[src/lcdft_pkg.sv]
// package: register map, field layout and counts of the lcd frame timer
// Notes on behaviour
// - controller clock is source over 8, or over 16 with the tap bit set
// - tapped clock divided again by divisor code plus one, 1 to 8
// - frame lasts K prescaled ticks, K is 6 for third duty, else 8
// - low power waveform bit picks low power, otherwise standard waveform
// - waveform change reaches the pins only at the next frame start
// - duty code 00 quarter, 01 static, 10 half, 11 third
// - commons unused by the duty are driven to ground
// - pin count sets segment drivers; unused grounded, top 16 go to gpio
// - flag period is (frames field plus one) shifted by waveform bit
// - level field nonzero with the mask bit set enables the interrupt while the flag is set
// - hardware sets the done flag at a frame start, once per period
// - flag cleared on service or by writing one; zero writes ignored
// - blink on and off changes take effect at the next frame start
// - flash code selects 4, 2, 1 or 0.5 Hz
package lcdft_pkg;
    localparam int         ADR_W        = 5;
    localparam logic [2:0] IDX_CLKWAV   = 3'h1;
    localparam logic [2:0] IDX_SEGCNT   = 3'h2;
    localparam logic [2:0] IDX_IRQCTL   = 3'h3;
    localparam logic [2:0] IDX_FLAGS    = 3'h4;
    localparam logic [2:0] IDX_BLINK    = 3'h5;
    localparam logic [2:0] IDX_MASK     = 3'h6;
    localparam logic [7:0] RST_VAL      = 8'h00;
    localparam logic [7:0] CLKWAV_WMASK = 8'hfb;
    localparam logic [7:0] SEGCNT_WMASK = 8'h3f;
    localparam logic [7:0] IRQCTL_WMASK = 8'hfb;
    localparam logic [7:0] BLINK_WMASK  = 8'h0b;
    localparam logic [7:0] MASK_WMASK   = 8'h01;
    localparam int         TAP_BIT      = 7;
    localparam int         DIV_LSB      = 4;
    localparam int         LPW_BIT      = 3;
    localparam int         DUTY_LSB     = 0;
    localparam int         FRAMES_PER_INTERRUPT_LSB     = 3;
    localparam int         LVL_LSB      = 0;
    localparam int         BLINK_EN_BIT = 3;
    localparam int         RATE_LSB     = 0;
    localparam int         FLAG_BIT     = 0;
    localparam int         TAP_LO_DIV   = 8;
    localparam int         TAP_HI_DIV   = 16;
    localparam logic [2:0] TAP_LO_LAST  = 3'(TAP_LO_DIV - 1);
    localparam logic [3:0] TAP_HI_LAST  = 4'(TAP_HI_DIV - 1);
    localparam logic [2:0] K_STD_LAST   = 3'(8 - 1);
    localparam logic [2:0] K_THIRD_LAST = 3'(6 - 1);
    localparam int         SEG_PINS     = 40;
    localparam int         GPIO_PINS    = 16;
    localparam int         BLINK_FAST_HZ = 4;

    typedef enum logic [1:0] {
        DUTY_QUARTER = 2'h0,
        DUTY_STATIC  = 2'h1,
        DUTY_HALF    = 2'h2,
        DUTY_THIRD   = 2'h3
    } lcdft_duty_e;

    typedef enum logic [1:0] {
        FS_IDLE = 2'h0,
        FS_RUN  = 2'h1
    } lcdft_fs_e;

    // number of commons a duty setting uses
    function automatic logic [2:0] lcdft_commons(input lcdft_duty_e d);
        case (d)
            DUTY_STATIC: lcdft_commons = 3'h1;
            DUTY_HALF:   lcdft_commons = 3'h2;
            DUTY_THIRD:  lcdft_commons = 3'h3;
            default:     lcdft_commons = 3'h4;
        endcase
    endfunction
endpackage

[src/lcdft_tick_if.sv]
// interface: source and prescaled tick strobes between the timer modules
`timescale 1ns/100ps
`default_nettype none
interface lcdft_tick_if;
    logic src_tick;
    logic ps_tick;
    modport gen  (output src_tick, output ps_tick);
    modport sink (input src_tick, input ps_tick);
endinterface
`default_nettype wire

[src/lcdft_clkgen.sv]
// module: source clock synchroniser, ripple tap and frame clock divisor
`timescale 1ns/100ps
`default_nettype none
module lcdft_clkgen (
    input  wire logic       clk,
    input  wire logic       srst,
    input  wire logic       ce,
    input  wire logic       lcd_src_clk,
    input  wire logic       tap_sel,
    input  wire logic [2:0] div_code,
    lcdft_tick_if.gen       tk
);
    import lcdft_pkg::*;
    logic [2:0] sync_reg, sync_next;
    logic       lvl_reg, lvl_next;
    logic [3:0] rip_reg, rip_next;
    logic [2:0] div_reg, div_next;
    logic       src_reg, src_next;
    logic       ps_reg, ps_next;

    always_comb begin
        sync_next = {sync_reg[1:0], lcd_src_clk};
        lvl_next  = lvl_reg;
        src_next  = 1'b0;
        rip_next  = rip_reg;
        div_next  = div_reg;
        ps_next   = 1'b0;
        // stages two and three agree: new level accepted
        if (sync_reg[2] == sync_reg[1] && sync_reg[2] != lvl_reg) begin
            lvl_next = sync_reg[2];
            src_next = sync_reg[2];
        end
        if (src_reg) begin
            rip_next = rip_reg + 4'h1;
            if (tap_sel ? (rip_reg == TAP_HI_LAST) : (rip_reg[2:0] == TAP_LO_LAST)) begin
                // >= so a smaller divisor written mid-count cannot strand it
                if (div_reg >= div_code) begin
                    div_next = 3'h0;
                    ps_next  = 1'b1;
                end else begin
                    div_next = div_reg + 3'h1;
                end
            end
        end
    end

    always_ff @(posedge clk) begin
        if (srst) begin
            sync_reg <= 3'h0;
            lvl_reg  <= 1'b0;
            rip_reg  <= 4'h0;
            div_reg  <= 3'h0;
            src_reg  <= 1'b0;
            ps_reg   <= 1'b0;
        end else if (ce) begin
            sync_reg <= sync_next;
            lvl_reg  <= lvl_next;
            rip_reg  <= rip_next;
            div_reg  <= div_next;
            src_reg  <= src_next;
            ps_reg   <= ps_next;
        end
    end

    assign tk.src_tick = src_reg;
    assign tk.ps_tick  = ps_reg;
endmodule
`default_nettype wire

[src/lcdft_blink.sv]
// module: blink enable latch and blink phase generator
`timescale 1ns/100ps
`default_nettype none
module lcdft_blink #(
    parameter int HALF_BASE = 4096
) (
    input  wire logic       clk,
    input  wire logic       srst,
    input  wire logic       ce,
    lcdft_tick_if.sink      tk,
    input  wire logic       frame_start,
    input  wire logic       blink_req,
    input  wire logic [1:0] rate,
    output logic            blink_on,
    output logic            blink_phase
);
    logic        on_reg, on_next;
    logic        ph_reg, ph_next;
    logic [15:0] cnt_reg, cnt_next;
    logic [15:0] half_len;

    always_comb begin
        half_len = 16'(HALF_BASE) << rate;
        on_next  = frame_start ? blink_req : on_reg;
        ph_next  = ph_reg;
        cnt_next = cnt_reg;
        if (!on_reg) begin
            ph_next  = 1'b0;
            cnt_next = 16'h0000;
        end else if (tk.src_tick) begin
            if (cnt_reg >= half_len - 16'h0001) begin
                cnt_next = 16'h0000;
                ph_next  = !ph_reg;
            end else begin
                cnt_next = cnt_reg + 16'h0001;
            end
        end
    end

    always_ff @(posedge clk) begin
        if (srst) begin
            on_reg  <= 1'b0;
            ph_reg  <= 1'b0;
            cnt_reg <= 16'h0000;
        end else if (ce) begin
            on_reg  <= on_next;
            ph_reg  <= ph_next;
            cnt_reg <= cnt_next;
        end
    end

    assign blink_on    = on_reg;
    assign blink_phase = ph_reg;
endmodule
`default_nettype wire

[src/lcdft_top.sv]
// module: lcd frame timing, pin control and wishbone register file
`timescale 1ns/100ps
`default_nettype none
module lcdft_top #(
    parameter int SRC_HZ = 32768
) (
    input  wire logic                          clk,
    input  wire logic                          srst,
    input  wire logic                          ce,
    input  wire logic                          wb_cyc_i,
    input  wire logic                          wb_stb_i,
    input  wire logic                          wb_we_i,
    input  wire logic [lcdft_pkg::ADR_W-1:0]   wb_adr_i,
    input  wire logic [3:0]                    wb_sel_i,
    input  wire logic [31:0]                   wb_dat_i,
    output logic      [31:0]                   wb_dat_o,
    output logic                               wb_ack_o,
    input  wire logic                          lcd_src_clk,
    input  wire logic                          irq_serviced,
    output logic                               irq_o,
    output logic      [1:0]                    irq_level_o,
    output logic                               frame_start_o,
    output logic      [3:0]                    com_select_o,
    output logic      [3:0]                    com_ground_o,
    output logic                               wave_low_power_o,
    output logic                               wave_polarity_o,
    output logic      [lcdft_pkg::SEG_PINS-1:0]  seg_drive_o,
    output logic      [lcdft_pkg::SEG_PINS-1:0]  seg_ground_o,
    output logic      [lcdft_pkg::GPIO_PINS-1:0] gpio_release_o,
    output logic                               blink_active_o,
    output logic                               blink_phase_o
);
    import lcdft_pkg::*;

    localparam int BLINK_HALF = SRC_HZ / (2 * BLINK_FAST_HZ);
    localparam int GPIO_BASE  = SEG_PINS - GPIO_PINS;

    lcdft_tick_if tk ();

    ////////////////////////////////////////////////////////////////////////
    // register file
    logic [7:0]  clkwav_reg, clkwav_next;
    logic [7:0]  segcnt_reg, segcnt_next;
    logic [7:0]  irqctl_reg, irqctl_next;
    logic [7:0]  blink_reg, blink_next;
    logic [7:0]  mask_reg, mask_next;
    logic        ack_reg, ack_next;
    logic [31:0] rdat_reg, rdat_next;
    logic [2:0]  idx;
    logic        req, wr;
    logic        flag_reg, flag_next;
    logic        set_evt;

    always_comb begin
        idx         = wb_adr_i[4:2];
        req         = wb_cyc_i && wb_stb_i;
        // write lands on the edge where the master sees ack
        wr          = req && wb_we_i && ack_reg && wb_sel_i[0];
        ack_next    = req && !ack_reg;
        rdat_next   = 32'h0000_0000;
        clkwav_next = clkwav_reg;
        segcnt_next = segcnt_reg;
        irqctl_next = irqctl_reg;
        blink_next  = blink_reg;
        mask_next   = mask_reg;
        if (req && !ack_reg && !wb_we_i) begin
            case (idx)
                IDX_CLKWAV: rdat_next[7:0] = clkwav_reg;
                IDX_SEGCNT: rdat_next[7:0] = segcnt_reg;
                IDX_IRQCTL: rdat_next[7:0] = irqctl_reg;
                IDX_FLAGS:  rdat_next[FLAG_BIT] = flag_reg;
                IDX_BLINK:  rdat_next[7:0] = blink_reg;
                IDX_MASK:   rdat_next[7:0] = mask_reg;
                default:    rdat_next = 32'h0000_0000;
            endcase
        end
        if (wr) begin
            // reserved bits never stored, so they read zero
            case (idx)
                IDX_CLKWAV: clkwav_next = wb_dat_i[7:0] & CLKWAV_WMASK;
                IDX_SEGCNT: segcnt_next = wb_dat_i[7:0] & SEGCNT_WMASK;
                IDX_IRQCTL: irqctl_next = wb_dat_i[7:0] & IRQCTL_WMASK;
                IDX_BLINK:  blink_next  = wb_dat_i[7:0] & BLINK_WMASK;
                IDX_MASK:   mask_next   = wb_dat_i[7:0] & MASK_WMASK;
                default:    mask_next   = mask_reg;
            endcase
        end
    end

    always_ff @(posedge clk) begin
        if (srst) begin
            clkwav_reg <= RST_VAL;
            segcnt_reg <= RST_VAL;
            irqctl_reg <= RST_VAL;
            blink_reg  <= RST_VAL;
            mask_reg   <= RST_VAL;
            ack_reg    <= 1'b0;
            rdat_reg   <= 32'h0000_0000;
        end else if (ce) begin
            clkwav_reg <= clkwav_next;
            segcnt_reg <= segcnt_next;
            irqctl_reg <= irqctl_next;
            blink_reg  <= blink_next;
            mask_reg   <= mask_next;
            ack_reg    <= ack_next;
            rdat_reg   <= rdat_next;
        end
    end

    ////////////////////////////////////////////////////////////////////////
    // clock generation and blink
    logic blink_on_w;
    logic blink_ph_w;
    logic fs_reg, fs_next;

    lcdft_clkgen u_clkgen (
        .clk         (clk),
        .srst        (srst),
        .ce          (ce),
        .lcd_src_clk (lcd_src_clk),
        .tap_sel     (clkwav_reg[TAP_BIT]),
        .div_code    (clkwav_reg[DIV_LSB +: 3]),
        .tk          (tk.gen)
    );

    lcdft_blink #(
        .HALF_BASE (BLINK_HALF)
    ) u_blink (
        .clk         (clk),
        .srst        (srst),
        .ce          (ce),
        .tk          (tk.sink),
        .frame_start (fs_reg),
        .blink_req   (blink_reg[BLINK_EN_BIT]),
        .rate        (blink_reg[RATE_LSB +: 2]),
        .blink_on    (blink_on_w),
        .blink_phase (blink_ph_w)
    );

    ////////////////////////////////////////////////////////////////////////
    // frame sequencer
    lcdft_fs_e   st_reg, st_next;
    logic [2:0]  phase_reg, phase_next;
    logic        lpw_reg, lpw_next;
    lcdft_duty_e duty_reg, duty_next;
    logic        par_reg, par_next;
    logic [6:0]  fcnt_reg, fcnt_next;
    logic [6:0]  per_last;
    logic [2:0]  k_last;

    always_comb begin
        st_next    = st_reg;
        phase_next = phase_reg;
        fs_next    = 1'b0;
        lpw_next   = lpw_reg;
        duty_next  = duty_reg;
        par_next   = par_reg;
        fcnt_next  = fcnt_reg;
        set_evt    = 1'b0;
        k_last     = (duty_reg == DUTY_THIRD) ? K_THIRD_LAST : K_STD_LAST;
        per_last   = 7'(({2'b00, irqctl_reg[FRAMES_PER_INTERRUPT_LSB +: 5]} + 7'h01)
                        << clkwav_reg[LPW_BIT]) - 7'h01;
        case (st_reg)
            FS_IDLE: begin
                if (tk.ps_tick) begin
                    st_next    = FS_RUN;
                    phase_next = 3'h0;
                    fs_next    = 1'b1;
                end
            end
            FS_RUN: begin
                if (tk.ps_tick) begin
                    if (phase_reg >= k_last) begin
                        phase_next = 3'h0;
                        fs_next    = 1'b1;
                    end else begin
                        phase_next = phase_reg + 3'h1;
                    end
                end
            end
            default: st_next = FS_IDLE;
        endcase
        if (fs_next) begin
            lpw_next  = clkwav_reg[LPW_BIT];
            duty_next = lcdft_duty_e'(clkwav_reg[DUTY_LSB +: 2]);
            par_next  = !par_reg;
            if (fcnt_reg >= per_last) begin
                fcnt_next = 7'h00;
                set_evt   = 1'b1;
            end else begin
                fcnt_next = fcnt_reg + 7'h01;
            end
        end
        flag_next = flag_reg;
        if (irq_serviced || (wr && idx == IDX_FLAGS && wb_dat_i[FLAG_BIT])) begin
            flag_next = 1'b0;
        end
        // a frame event in the clearing cycle is kept
        if (set_evt) begin
            flag_next = 1'b1;
        end
    end

    always_ff @(posedge clk) begin
        if (srst) begin
            st_reg    <= FS_IDLE;
            phase_reg <= 3'h0;
            fs_reg    <= 1'b0;
            lpw_reg   <= 1'b0;
            duty_reg  <= DUTY_QUARTER;
            par_reg   <= 1'b0;
            fcnt_reg  <= 7'h00;
            flag_reg  <= 1'b0;
        end else if (ce) begin
            st_reg    <= st_next;
            phase_reg <= phase_next;
            fs_reg    <= fs_next;
            lpw_reg   <= lpw_next;
            duty_reg  <= duty_next;
            par_reg   <= par_next;
            fcnt_reg  <= fcnt_next;
            flag_reg  <= flag_next;
        end
    end

    ////////////////////////////////////////////////////////////////////////
    // pin control, all outputs registered
    logic [3:0]           comsel_reg, comsel_next;
    logic [3:0]           comgnd_reg, comgnd_next;
    logic                 pol_reg, pol_next;
    logic [SEG_PINS-1:0]  segdrv_reg, segdrv_next;
    logic [SEG_PINS-1:0]  seggnd_reg, seggnd_next;
    logic [GPIO_PINS-1:0] gpio_reg, gpio_next;
    logic                 irq_reg, irq_next;
    logic [2:0]           ncom;
    logic [1:0]           cidx;

    always_comb begin
        ncom = lcdft_commons(duty_reg);
        case (ncom)
            3'h1:    cidx = 2'h0;
            3'h2:    cidx = {1'b0, phase_reg[1]};
            default: cidx = phase_reg[2:1];
        endcase
        comsel_next = (st_reg == FS_RUN) ? (4'h1 << cidx) : 4'h0;
        for (int i = 0; i < 4; i++) begin
            comgnd_next[i] = (st_reg != FS_RUN) || (3'(i) >= ncom);
        end
        // low power waveform flips polarity per frame, so it needs two frames
        pol_next = lpw_reg ? par_reg : phase_reg[0];
        gpio_next = '0;
        for (int i = 0; i < SEG_PINS; i++) begin
            segdrv_next[i] = 6'(i) < segcnt_reg[5:0];
            seggnd_next[i] = !segdrv_next[i] && (i < GPIO_BASE);
        end
        for (int i = 0; i < GPIO_PINS; i++) begin
            gpio_next[i] = !segdrv_next[GPIO_BASE + i];
        end
        irq_next = flag_reg && mask_reg[FLAG_BIT] && (irqctl_reg[LVL_LSB +: 2] != 2'h0);
    end

    always_ff @(posedge clk) begin
        if (srst) begin
            comsel_reg <= 4'h0;
            comgnd_reg <= 4'hf;
            pol_reg    <= 1'b0;
            segdrv_reg <= '0;
            seggnd_reg <= '0;
            gpio_reg   <= '0;
            irq_reg    <= 1'b0;
        end else if (ce) begin
            comsel_reg <= comsel_next;
            comgnd_reg <= comgnd_next;
            pol_reg    <= pol_next;
            segdrv_reg <= segdrv_next;
            seggnd_reg <= seggnd_next;
            gpio_reg   <= gpio_next;
            irq_reg    <= irq_next;
        end
    end

    assign wb_ack_o         = ack_reg;
    assign wb_dat_o         = rdat_reg;
    assign irq_o            = irq_reg;
    assign irq_level_o      = irqctl_reg[LVL_LSB +: 2];
    assign frame_start_o    = fs_reg;
    assign com_select_o     = comsel_reg;
    assign com_ground_o     = comgnd_reg;
    assign wave_low_power_o = lpw_reg;
    assign wave_polarity_o  = pol_reg;
    assign seg_drive_o      = segdrv_reg;
    assign seg_ground_o     = seggnd_reg;
    assign gpio_release_o   = gpio_reg;
    assign blink_active_o   = blink_on_w;
    assign blink_phase_o    = blink_ph_w;
endmodule
`default_nettype wire

[config.mk]
export PLATFORM = sky130hd
export DESIGN_NAME = lcdft_top
export DESIGN_NICKNAME = d
export VERILOG_FILES = /design/src/lcdft_pkg.sv /design/src/lcdft_tick_if.sv /design/src/lcdft_clkgen.sv /design/src/lcdft_blink.sv /design/src/lcdft_top.sv
export SDC_FILE = /design/constraint.sdc
export NUM_CORES = 1
export LEC_CHECK = 0
export BUFFER_PORTS_ARGS = -buffer_cell sky130_fd_sc_hd__buf_2
export CAP_MARGIN = 5
export CORE_MARGIN = 1.5
export CORE_UTILIZATION = 25
export DETAILED_ROUTE_END_ITERATION = 8
export GPL_TIMING_DRIVEN = 1
export SLEW_MARGIN = 20
export SYNTH_ARGS = -nofsm -noshare
export SYNTH_HDL_FRONTEND = slang
export SYNTH_SLANG_ARGS = --single-unit
[constraint.sdc]
create_clock -name clk -period 3.9 [get_ports clk]
set_input_delay 0.195 -clock clk [delete_from_list [all_inputs] [get_ports clk]]
set_output_delay 0.195 -clock clk [all_outputs]
set_load 0.1 [all_outputs]
==> results.md, run 1 <==
- HP Class: input pin to flip-flop
- Initial Util: around a quarter
- Setup Crit Path Kind: flip-flop to flip-flop
- Synth warn: 0
- Setup bufs post-CTS: 0
- Max_slew headroom: between 30% and 40%
- Critical R2R Launch: irqctl_reg[3]
- Startpoint Class: flip-flop
- Root buffer cell: clkbuf_16
- Detailed Route WL: about 21000 microns
- Clock-pin slew on the worst setup and hold paths: 0.07 ns
- Setup violators final: 0
- Core area: a little under 0.03 sq mm
- Drt initial violations: 354
- Worst Slack Setup Final: 0.453 ns
- H-Tree Depth: 4
- Worst skew pair latency: 0.43 ns
- Post-Syn Area: approximately 0.0076 sq mm
- Vias per Instance: 4.67
- Worst Setup EP: fcnt_reg[2]
- Total power: between 0.004 and 0.005 W
- TritonCTS clock tree: done
- First-pass GRT wire length: roughly 33000 microns
- Max-Cap Viols: 0
- Final hold vios: 0
- Crit-path max FO: 13
- Async SR Flop Fraction: 0%
- Status: finished, final reports clean
- Die area: between 0.03 and 0.04 sq mm
- Layout area overhead: 19.3%
- Reg2reg end: fcnt_reg[2]
- Seq cells post-synth: 171
- Worst-Margin Slew: 0.941 ns
- Final ANT Viol Nets: 0
- Fillers: 3140
- Nature of the critical path endpoint: flip-flop
- Die extent in x: 177 microns
- Yosys cell types: 54
- CTS Sinks: 171
- Total track usage: 13.5%
- Pwr dens: 466 mW/mm^2
- Critical path's top delay family: simple AND/OR/NAND/NOR gates
- Static leakage: 3.75 nW
- Most frequent cells in the layout: 171 x dfxtp_1, 128 x nor2_1, 123 x buf_2
- Cells after synthesis: a little under 900
- Synth Flop Type: dfxtp_1
- CP Cell Sequence: ha_1, nor2b_1, nand2_1, or2_2, nor2_1, mux2_2, ha_1, and3_1, a221o_1, a31oi_1, buf_4, nand4b_1, a31oi_1
- Worst R2R Setup Slack: about 0.45 ns
- Final critical-path share of the clock period: roughly nine tenths
- Port Buffers: 124
- Syn_area_per_cell: 8.52 sq um
- RSZ-0062 raised after global routing: no
- Via count: 6509
- Crit. path cell count: 13
- Die span in y: roughly 180 microns
- Setup TNS: 0 ns
- Post-synth EDFFs: 0
- Reg2reg path depth: 13
- Crit path time final: ~3.4 ns
- Post-place setup slack: 0.464 ns
- Layout cells sized above 1: 17.8%
- Number of global-route vias before repair: 6020
- Fmax: 290 MHz
- Critical Path Start: irqctl_reg[3]
- Total CTS buffers: 17
- Largest net degree at the start of global routing: 72
- Sequential area share after synthesis: 45.1%
- Drt pass-1 iters: 5
- Max reg flops: 40
- Peak VDD IR: between 0.3 and 0.4 mV
- Clk buf depth: 2
- Fin Clk Skew: about 0.0074 ns
- I/O Pins: 194
- # DRC: 0
- Final #Nets: approximately 1.1k
- Critical path buffer and inverter count: 1
- Hpwl dp: 15100 microns
- Final Max Slew Viols: 0
- WP data arrival: 3.80 ns
- Commonest non-fill, non-tap cell in the layout: dfxtp_1
- Row count: 63
- Total grt overflow: 0
- Initial antenna violation count: 2
- WL per Instance: ~15 microns
- Critical Path RT: 4.26 ns
- CP peak stage delay: between 0.4 and 0.5 ns
- Slowest-stage cell, CP: dfxtp_1
- Final Wtd Congestion: 0.798
==> through the flow <==
stage	cell area, sq um	std cells	utilization [%]	hold WS (ns)
2_1_floorplan	7730	929	-	0.334
3_3_place_gp	8400	1360	28.3	0.433
3_5_place_dp	8400	1360	28.3	0.435
4_1_cts	9050	1394	30.4	0.000519
5_1_grt	9050	1395	30.5	0.0468
6_report	9050	1395	30.5	0.0165
==> where the power goes <==
| part | switching [W] | total [W] | internal, W | leakage, nW |
|---|---|---|---|---|
| combinational | 0.000523 | 0.000586 | 0.0000637 | 2.06 |
| sequential | 0.0000181 | 0.00180 | 0.00178 | 1.39 |
| clock | 0.000735 | 0.00183 | 0.00109 | 0.293 |
==> how the worst min path moves through the flow <==
stage | from | endpoint | slack, ns | cells past startpoint
finish | wb_dat_i[7] | clkwav_reg[7] | 0.02 | 3
global route | wb_dat_i[6] | clkwav_reg[6] | 0.05 | 3
CTS | wb_dat_i[7] | clkwav_reg[7] | 0.0005 | 3
detailed placement | seg_ground_o[19] | seg_ground_o[19] | 0.44 | 1
global placement | gpio_release_o[11] | gpio_release_o[11] | 0.43 | 1
floorplan | wb_dat_i[1] | segcnt_reg[1] | 0.33 | 2
==> worst register-to-register path: stages, from the launching register on <==
cell      delay (ns)
dfxtp_1         0.48
ha_1            0.31
nor2b_1         0.18
nand2_1         0.11
or2_2           0.36
nor2_1          0.16
mux2_2          0.35
ha_1            0.29
and3_1          0.19
a221o_1         0.30
a31oi_1         0.14
buf_4           0.21
nand4b_1        0.12
a31oi_1         0.18
==> synth_stat cells (4+ instances only) <==
master / instances / area share [%]
o22ai_1: 4 / 0.33
mux2i_1: 29 / 3.8
dfxtp_1: 171 / 45
and3_1: 5 / 0.41
nand4b_1: 6 / 0.69
a21oi_1: 84 / 5.5
nand2_1: 87 / 4.3
xor2_1: 7 / 0.81
inv_1: 15 / 0.74
nand3_1: 40 / 2.6
xnor2_1: 10 / 1.2
a32oi_1: 4 / 0.46
nand4_1: 8 / 0.66
nor3_1: 26 / 1.7
o21a_1: 5 / 0.49
and2_1: 6 / 0.49
clkbuf_1: 37 / 1.8
a31oi_1: 15 / 1.2
buf_4: 42 / 4.2
a21o_1: 6 / 0.59
a22oi_1: 12 / 1.2
a211oi_1: 7 / 0.69
nor2_1: 128 / 6.3
buf_1: 8 / 0.40
or2_2: 5 / 0.41
ha_1: 25 / 4.1
o21ai_0: 27 / 1.8
nand2b_1: 8 / 0.66
nor2b_1: 10 / 0.82
mux2_2: 4 / 0.59
o211a_1: 10 / 1.3
==> per-layer routing <==
layer / vias up / track usage, % / wire length, microns
met4: 2 / 5.23 / 474
met3: 35 / 3.97 / 1260
li1: 3233 / - / -
met1: 3063 / 16.6 / 9610
met2: 176 / 22.2 / 9830
met5: - / 0 / 15
==> final cells by class <==
| class | instances | area [sq um] | share of cell area (%) |
|---|---|---|---|
| Clock inverter | 13 | 189 | 2.09 |
| Tap cell | 390 | 488 | 5.39 |
| Timing Repair Buffer | 133 | 696 | 7.69 |
| Antenna cell | 1 | 2.50 | 0.0277 |
| Sequential cell | 171 | 3420 | 37.8 |
| Inverter | 15 | 56.3 | 0.622 |
| Multi-Input combinational cell | 653 | 3750 | 41.5 |
| Clock buffer | 19 | 443 | 4.89 |
==> cells by family after synthesis <==
| family | after synthesis | share of synthesized area (%) |
|---|---|---|
| compound gates | 194 | 16.0 |
| mux | 33 | 4.42 |
| fa+ha+maj | 25 | 4.12 |
| xor+xnor | 17 | 1.96 |
| flops | 171 | 45.1 |
| buf+inv | 105 | 7.32 |
| simple gates | 344 | 21.0 |
| other cells | 1 | 0.0494 |
==> repair_timing <==
| action | 4_1_cts | 5_1_grt |
|---|---|---|
| hold buffers | 2 | 0 |
| gates resized for setup | 0 | 0 |
| hold endpoints to repair | 2 | 0 |
No activity file was read; power rests on OpenSTA's default activity.
==> inputs of run 2 (changes only) <==
--- a/config.mk
+++ b/config.mk
@@ -11,4 +11,6 @@
 export CORE_UTILIZATION = 25
+export CTS_BUF_LIST = sky130_fd_sc_hd__clkbuf_4 sky130_fd_sc_hd__clkbuf_8
 export DETAILED_ROUTE_END_ITERATION = 8
 export GPL_TIMING_DRIVEN = 1
+export PLACE_DENSITY = 0.54
 export SLEW_MARGIN = 20
==> constraint.sdc (replaced) <==
create_clock -name clk -period 3.9 [get_ports clk]
set_input_delay 0.585 -clock clk [delete_from_list [all_inputs] [get_ports clk]]
set_output_delay 0.585 -clock clk [all_outputs]
set_load 0.1 [all_outputs]
==> run 2 against run 1 <==
  * Final area down 2.9%
  * Sequential power about the same
  * Clock power down 33%
  * Largest power group is now registers
  * Critical path depth unchanged
  * Via count down 0.29%
  * Wire length about the same
  * Combinational power about the same
  * Fmax up 0.30%
  * Critical path type unchanged
  * Sequential share of layout area up 1.1 points
  * Hold slack better by 0.34 ns
  * Count of clock-buffer cells in the layout up 1
  * Die area unchanged
==> results.md, run 2 (synthesized netlist as in run 1, its figures left out) <==
- Final critical-path share of the clock period: 88.1% (-0.26 points)
- Startpoint Class: flip-flop
- Total grt overflow: 0 (unchanged)
- Layout area overhead: 15.9%
- Die area: 0.0314 sq mm (unchanged)
- Crit path time final: 3.44 ns (-0.0102 ns)
- WL met2: 9840 microns (+0.12%)
- Slowest-stage cell, CP: dfxtp_1
- Initial antenna violation count: 0 (-2)
- Peak VDD IR: 0.217 mV (-34%)
- Via count: 6490 (-0.29%)
- Vias per Instance: 4.66 (about the same)
- Setup TNS: 0 ns (unchanged)
- Final Util: 29.6% (-0.88 points)
- Fin Clk Skew: 0.0114 ns (+0.00399 ns)
- CP peak stage delay: 0.48 ns (about the same)
- Layout cells sized above 1: 18.0% (+0.14 points)
- Core area: 0.0297 sq mm (unchanged)
- Final hold vios: 0 (unchanged)
- Total CTS buffers: 17 (unchanged)
- RSZ-0062 raised after global routing: no
- Hpwl dp: 15200 microns (+1.0%)
- Worst hold path depth: 3 (unchanged)
- Drt initial violations: 306 (-14%)
- Critical R2R Launch: irqctl_reg[3]
- Initial Util: 25.5% (unchanged)
- Largest net degree at the start of global routing: 70 (-2.8%)
- TritonCTS clock tree: done
- Fmax: 291 MHz (+0.30%)
- Status: finished, final reports clean
- Pwr dens: 410 mW/mm^2 (-12%)
- Routed wire length on met3: 1350 microns (+7.3%)
- Total track usage: 13.8% (+0.27 points)
- Drt pass-1 iters: 5 (unchanged)
- Clk buf depth: 2 (unchanged)
- Nature of the critical path endpoint: flip-flop
- Worst Hold Launch: wb_dat_i[2]
- Worst-Margin Slew: 0.909 ns (-0.0317 ns)
- Reg2reg end: fcnt_reg[2]
- Worst R2R Setup Slack: 0.46 ns (about the same)
- Row count: 63 (unchanged)
- Detailed Route WL: 21200 microns (about the same)
- Final ANT Viol Nets: 0 (unchanged)
- Highest Signal Layer: met4
- M1 wire length: 9650 microns (+0.45%)
- Die extent in x: 177 microns (unchanged)
- Hold_buf cts: 0 (-2)
- Max_slew headroom: 38.9% (+2.1 points)
- Max-Cap Viols: 0 (unchanged)
- Crit-path max FO: 13 (unchanged)
- Setup violators final: 0 (unchanged)
- Die span in y: 177 microns (unchanged)
- First-pass GRT wire length: 33800 microns (+2.2%)
- # DRC: 0 (unchanged)
- Ant. Diodes: 0 (-1)
- Critical Path RT: 4.31 ns (+0.05 ns)
- Setup Crit Path Kind: flip-flop to flip-flop
- Post-cts sizing count: 0 (unchanged)
- Critical Path Start: irqctl_reg[3]
- Clock-pin slew on the worst setup and hold paths: 0.10 ns (+0.03 ns)
- Setup bufs post-CTS: 0 (unchanged)
- Final Wtd Congestion: 0.798 (about the same)
- WP data arrival: 3.84 ns (+0.04 ns)
- Most frequent cells in the layout: 171 x dfxtp_1, 128 x nor2_1, 123 x buf_2
- Static leakage: 3.64 nW (-3.0%)
- WL per Instance: 15.2 microns (+0.26%)
- Max reg flops: 40 (unchanged)
- Worst skew pair latency: 0.47 ns (+0.04 ns)
- Commonest non-fill, non-tap cell in the layout: dfxtp_1
- H-Tree Depth: 4 (unchanged)
- HP Class: input pin to flip-flop
- Final #Nets: 1063 (-0.19%)
- Final Max Slew Viols: 0 (unchanged)
- Root buffer cell: clkbuf_8
- CP Cell Sequence: ha_1, nor2b_1, nand2_1, or2_2, nor2_1, mux2_2, ha_1, and3_1, a221o_1, a31oi_1, buf_4, nand4b_1, a31oi_1
- Hold-critical path endpoint: segcnt_reg[2]
- CTS Sinks: 171 (unchanged)
- Reg2reg path depth: 13 (unchanged)
- I/O Pins: 194 (unchanged)
- Number of global-route vias before repair: 6182 (+2.7%)
- Port Buffers: 124 (unchanged)
- Final Hold Slack: 0.352 ns (+0.335 ns)
[run 2: changes by cell type in the layout (fill, tap and decap cells not counted), moves of 2 or more]
cell	delta
clkinv_4	+2
bufinv_16	-3
clkbuf_8	+17
clkbuf_4	+2
clkbuf_16	-17
dlygate4sd3_1	-2
[run 2: area by class of cell]
cell class	count	area, sq um
flip-flops and latches	171	3420
inverters	15	56.3
repair buffers	131	688
clock buffers	20	263
well taps	390	488
multi-input cells	653	3750
fillers	3215	20900
clock inverters	12	116
[run 2: routing by layer]
metal / GRT usage [%] / up-vias
li1: - / 3224
met1: 17.2 / 3071
met5: 0 / -
met2: 22.5 / 175
met3: 4.38 / 20
met4: 4.45 / 0
[run 2: worst max-delay path, delay by kind of cell (launching register included)]
| kind | cells | cell delay (ns) |
|---|---|---|
| and+or+nand+nor | 6 | 1.13 |
| muxes | 1 | 0.36 |
| AOI/OAI and AO/OA | 3 | 0.59 |
| adders and majority gates | 2 | 0.59 |
| buffers and inverters | 1 | 0.21 |
| DFF | 1 | 0.48 |
[run 2: worst max-delay path by stage]
stage | endpoint | slack [ns] | cells after the start
floorplan | fcnt_reg[4] | 0.62 | 14
global placement | fcnt_reg[2] | 0.55 | 13
detailed placement | fcnt_reg[2] | 0.49 | 13
CTS | fcnt_reg[2] | 0.46 | 13
global route | fcnt_reg[2] | 0.13 | 13
finish | fcnt_reg[2] | 0.46 | 13
[run 2: report_power, final]
part	leakage, nW	switching [W]	internal (W)
logic	2.06	0.000523	0.0000637
registers	1.39	0.0000185	0.00178
clock network	0.185	0.000676	0.000543
[run 2: metrics by stage]
stage / instances / area (sq um) / setup WS, ns / power [W]
after global placement: 1360 / 8410 / 0.546 / 0.00242
after global routing: 1392 / 8790 / 0.130 / 0.00375
after CTS: 1392 / 8790 / 0.464 / 0.00365
after detailed placement: 1360 / 8410 / 0.494 / 0.00242
after floorplan: 929 / 7730 / 0.624 / 0.00237
final: 1392 / 8790 / 0.464 / 0.00360
==> inputs of run 3 (changes only) <==
- PLACE_DENSITY: 0.54 -> 0.55
- clock period: 3.9 -> 2.9 ns (I/O delays scaled with it)
==> run 3 against run 2 <==
  * The run now ends with negative setup slack left
  * Sequential power grew 34%
  * Wire length is 2.4% higher
  * Core utilization increased by 0.90 points
  * Non-clock buffer count rose by 14
  * Clock power is 38% higher
  * Register-to-register slack worse by 0.49 ns
  * Die area stayed put
==> results.md, run 3 (synthesized netlist as in run 1, its figures left out) <==
- Final Wtd Congestion: 0.770 (-3.5%)
- Port Buffers: 124 (unchanged)
- Die extent in x: 177 microns (unchanged)
- Critical Path RT: 3.31 ns (-1.00 ns)
- Max-Cap Viols: 0 (unchanged)
- CP Cell Sequence: ha_4, nor2b_4, nand2_2, or2_4, nor2_4, mux2_4, ha_4, and3_4, a221o_1, a31oi_4, buf_6, nand4b_1, a31oi_1
- Hpwl dp: 15600 microns (+2.6%)
- Initial antenna violation count: 1 (+1)
- Die area: 0.0314 sq mm (unchanged)
- Root buffer cell: clkbuf_8
- Number of global-route vias before repair: 6239 (+0.92%)
- Total grt overflow: 0 (unchanged)
- Final ANT Viol Nets: 0 (unchanged)
- Via count: 6543 (+0.82%)
- Fillers: 3157 (-1.8%)
- CTS Sinks: 171 (unchanged)
- Max reg flops: 40 (unchanged)
- Total CTS buffers: 17 (unchanged)
- Row count: 63 (unchanged)
- Setup Crit Path Kind: flip-flop to flip-flop
- Layout area overhead: 19.4%
- Worst skew pair latency: 0.47 ns (about the same)
- Worst Slack Setup Final: -0.0257 ns (-0.489 ns)
- Vias per Instance: 4.65 (-0.26%)
- Peak VDD IR: 0.284 mV (+31%)
- Status: complete, but fails checks
- Nature of the critical path endpoint: flip-flop
- Setup violators final: 3 (+3)
- Clk buf depth: 2 (unchanged)
- Pwr dens: 540 mW/mm^2 (+32%)
- WL per Instance: 15.4 microns (+1.3%)
- First-pass GRT wire length: 33900 microns (+0.39%)
- RSZ-0062 raised after global routing: yes
- Commonest non-fill, non-tap cell in the layout: dfxtp_1
- H-Tree Depth: 4 (unchanged)
- Drt pass-1 iters: 4 (-1)
- WP data arrival: 3.33 ns (-0.51 ns)
- Fin Clk Skew: 0.0160 ns (+0.00458 ns)
- Max_slew headroom: 51.7% (+13 points)
- Final critical-path share of the clock period: 101% (+13 points)
- Final Hold Slack: 0.199 ns (-0.153 ns)
- Detailed Route WL: 21700 microns (+2.4%)
- Final hold vios: 0 (unchanged)
- Core area: 0.0297 sq mm (unchanged)
- Slowest-stage cell, CP: dfxtp_2
- Final #Nets: 1077 (+1.3%)
- TritonCTS clock tree: done
- Clock-pin slew on the worst setup and hold paths: 0.10 ns (about the same)
- Static leakage: 3.75 nW (+3.2%)
- Final Max Slew Viols: 0 (unchanged)
- Fmax: 342 MHz (+17%)
- Most used cell, CP: ha_4
- Startpoint Class: flip-flop
- Most frequent cells in the layout: 168 x dfxtp_1, 127 x nor2_1, 123 x buf_2
- Initial Util: 25.5% (unchanged)
- Worst-Margin Slew: 0.719 ns (-0.190 ns)
- I/O Pins: 194 (unchanged)
- CP peak stage delay: 0.35 ns (-0.13 ns)
- # DRC: 0 (unchanged)
- Drt initial violations: 344 (+12%)
- Failing checks: negative setup slack
- Setup TNS: -0.0390 ns (-0.0390 ns)
- Largest net degree at the start of global routing: 57 (-19%)
- Die span in y: 177 microns (unchanged)
- Crit-path max FO: 7 (-6)
- Layout cells sized above 1: 21.0% (+3.0 points)
- HP Class: input pin to flip-flop
- Crit path time final: 2.93 ns (-0.511 ns)
- Total track usage: 13.8% (-0.031 points)
run 3: per-layer routing:
layer | GRT usage (%) | up-vias | part of all wire, %
met4 | 3.64 | 0 | 1.1
met2 | 22.3 | 151 | 46
li1 | - | 3264 | -
met3 | 4.73 | 17 | 6.3
met5 | 0 | - | 0
met1 | 17.3 | 3111 | 46
run 3: power by group:
part	switching (W)	total [W]	internal (W)
logic	0.000706	0.000793	0.0000875
registers	0.0000241	0.00242	0.00239
clock network	0.000948	0.00168	0.000735
run 3: repair_timing:
item / in CTS / in global routing
resized for setup: 8 / 11
pin swaps: 2 / 3
setup endpoints to repair: 4 / 8
hold buffers: 0 / 0
gates cloned: 1 / 0
setup buffers: 1 / 1
run 3: worst max-delay path, delay by kind of cell, from the launching register on:
family / cells / cell delay [ns]
AOI/OAI and AO/OA: 3 / 0.67
adders and majority gates: 2 / 0.47
buffers and inverters: 1 / 0.15
DFF: 1 / 0.35
muxes: 1 / 0.32
and+or+nand+nor: 6 / 0.90
run 3: cell type report:
type                       count  area [sq um]  share of cell area, %
antenna                        1          2.50                 0.0276
clock buffer                  19           255                   2.82
clock inverter                13           133                   1.46
inverter                      15          56.3                  0.622
multi-input combinational    653          3900                   43.0
sequential                   171          3430                   37.9
tap                          390           488                   5.39
timing repair buffer         145           792                   8.75
run 3: stage by stage:
stage | cells | instance area (sq um) | utilization (%) | total power (W) | setup slack, ns
4_1_cts | 1405 | 8970 | 30.2 | 0.00495 | 0.00427
5_1_grt | 1406 | 9050 | 30.5 | 0.00507 | -0.165
6_report | 1407 | 9050 | 30.5 | 0.00489 | -0.0257
3_3_place_gp | 1371 | 8540 | 28.7 | 0.00326 | 0.00981
2_1_floorplan | 929 | 7810 | - | 0.00319 | -0.0173
3_5_place_dp | 1371 | 8540 | 28.7 | 0.00326 | -0.0309
run 3: path summary, 6_finish.rpt:
path / start / endpoint / slack (ns) / depth (start not counted)
worst max-delay path: irqctl_reg[3] / fcnt_reg[2] / -0.03 / 13
worst min-delay path: lcd_src_clk / u_clkgen.sync_reg[0] / 0.20 / 3
worst max register to register: irqctl_reg[3] / fcnt_reg[2] / -0.03 / 13
worst min register to register: seg_ground_o[7] / seg_ground_o[7] / 0.46 / 1
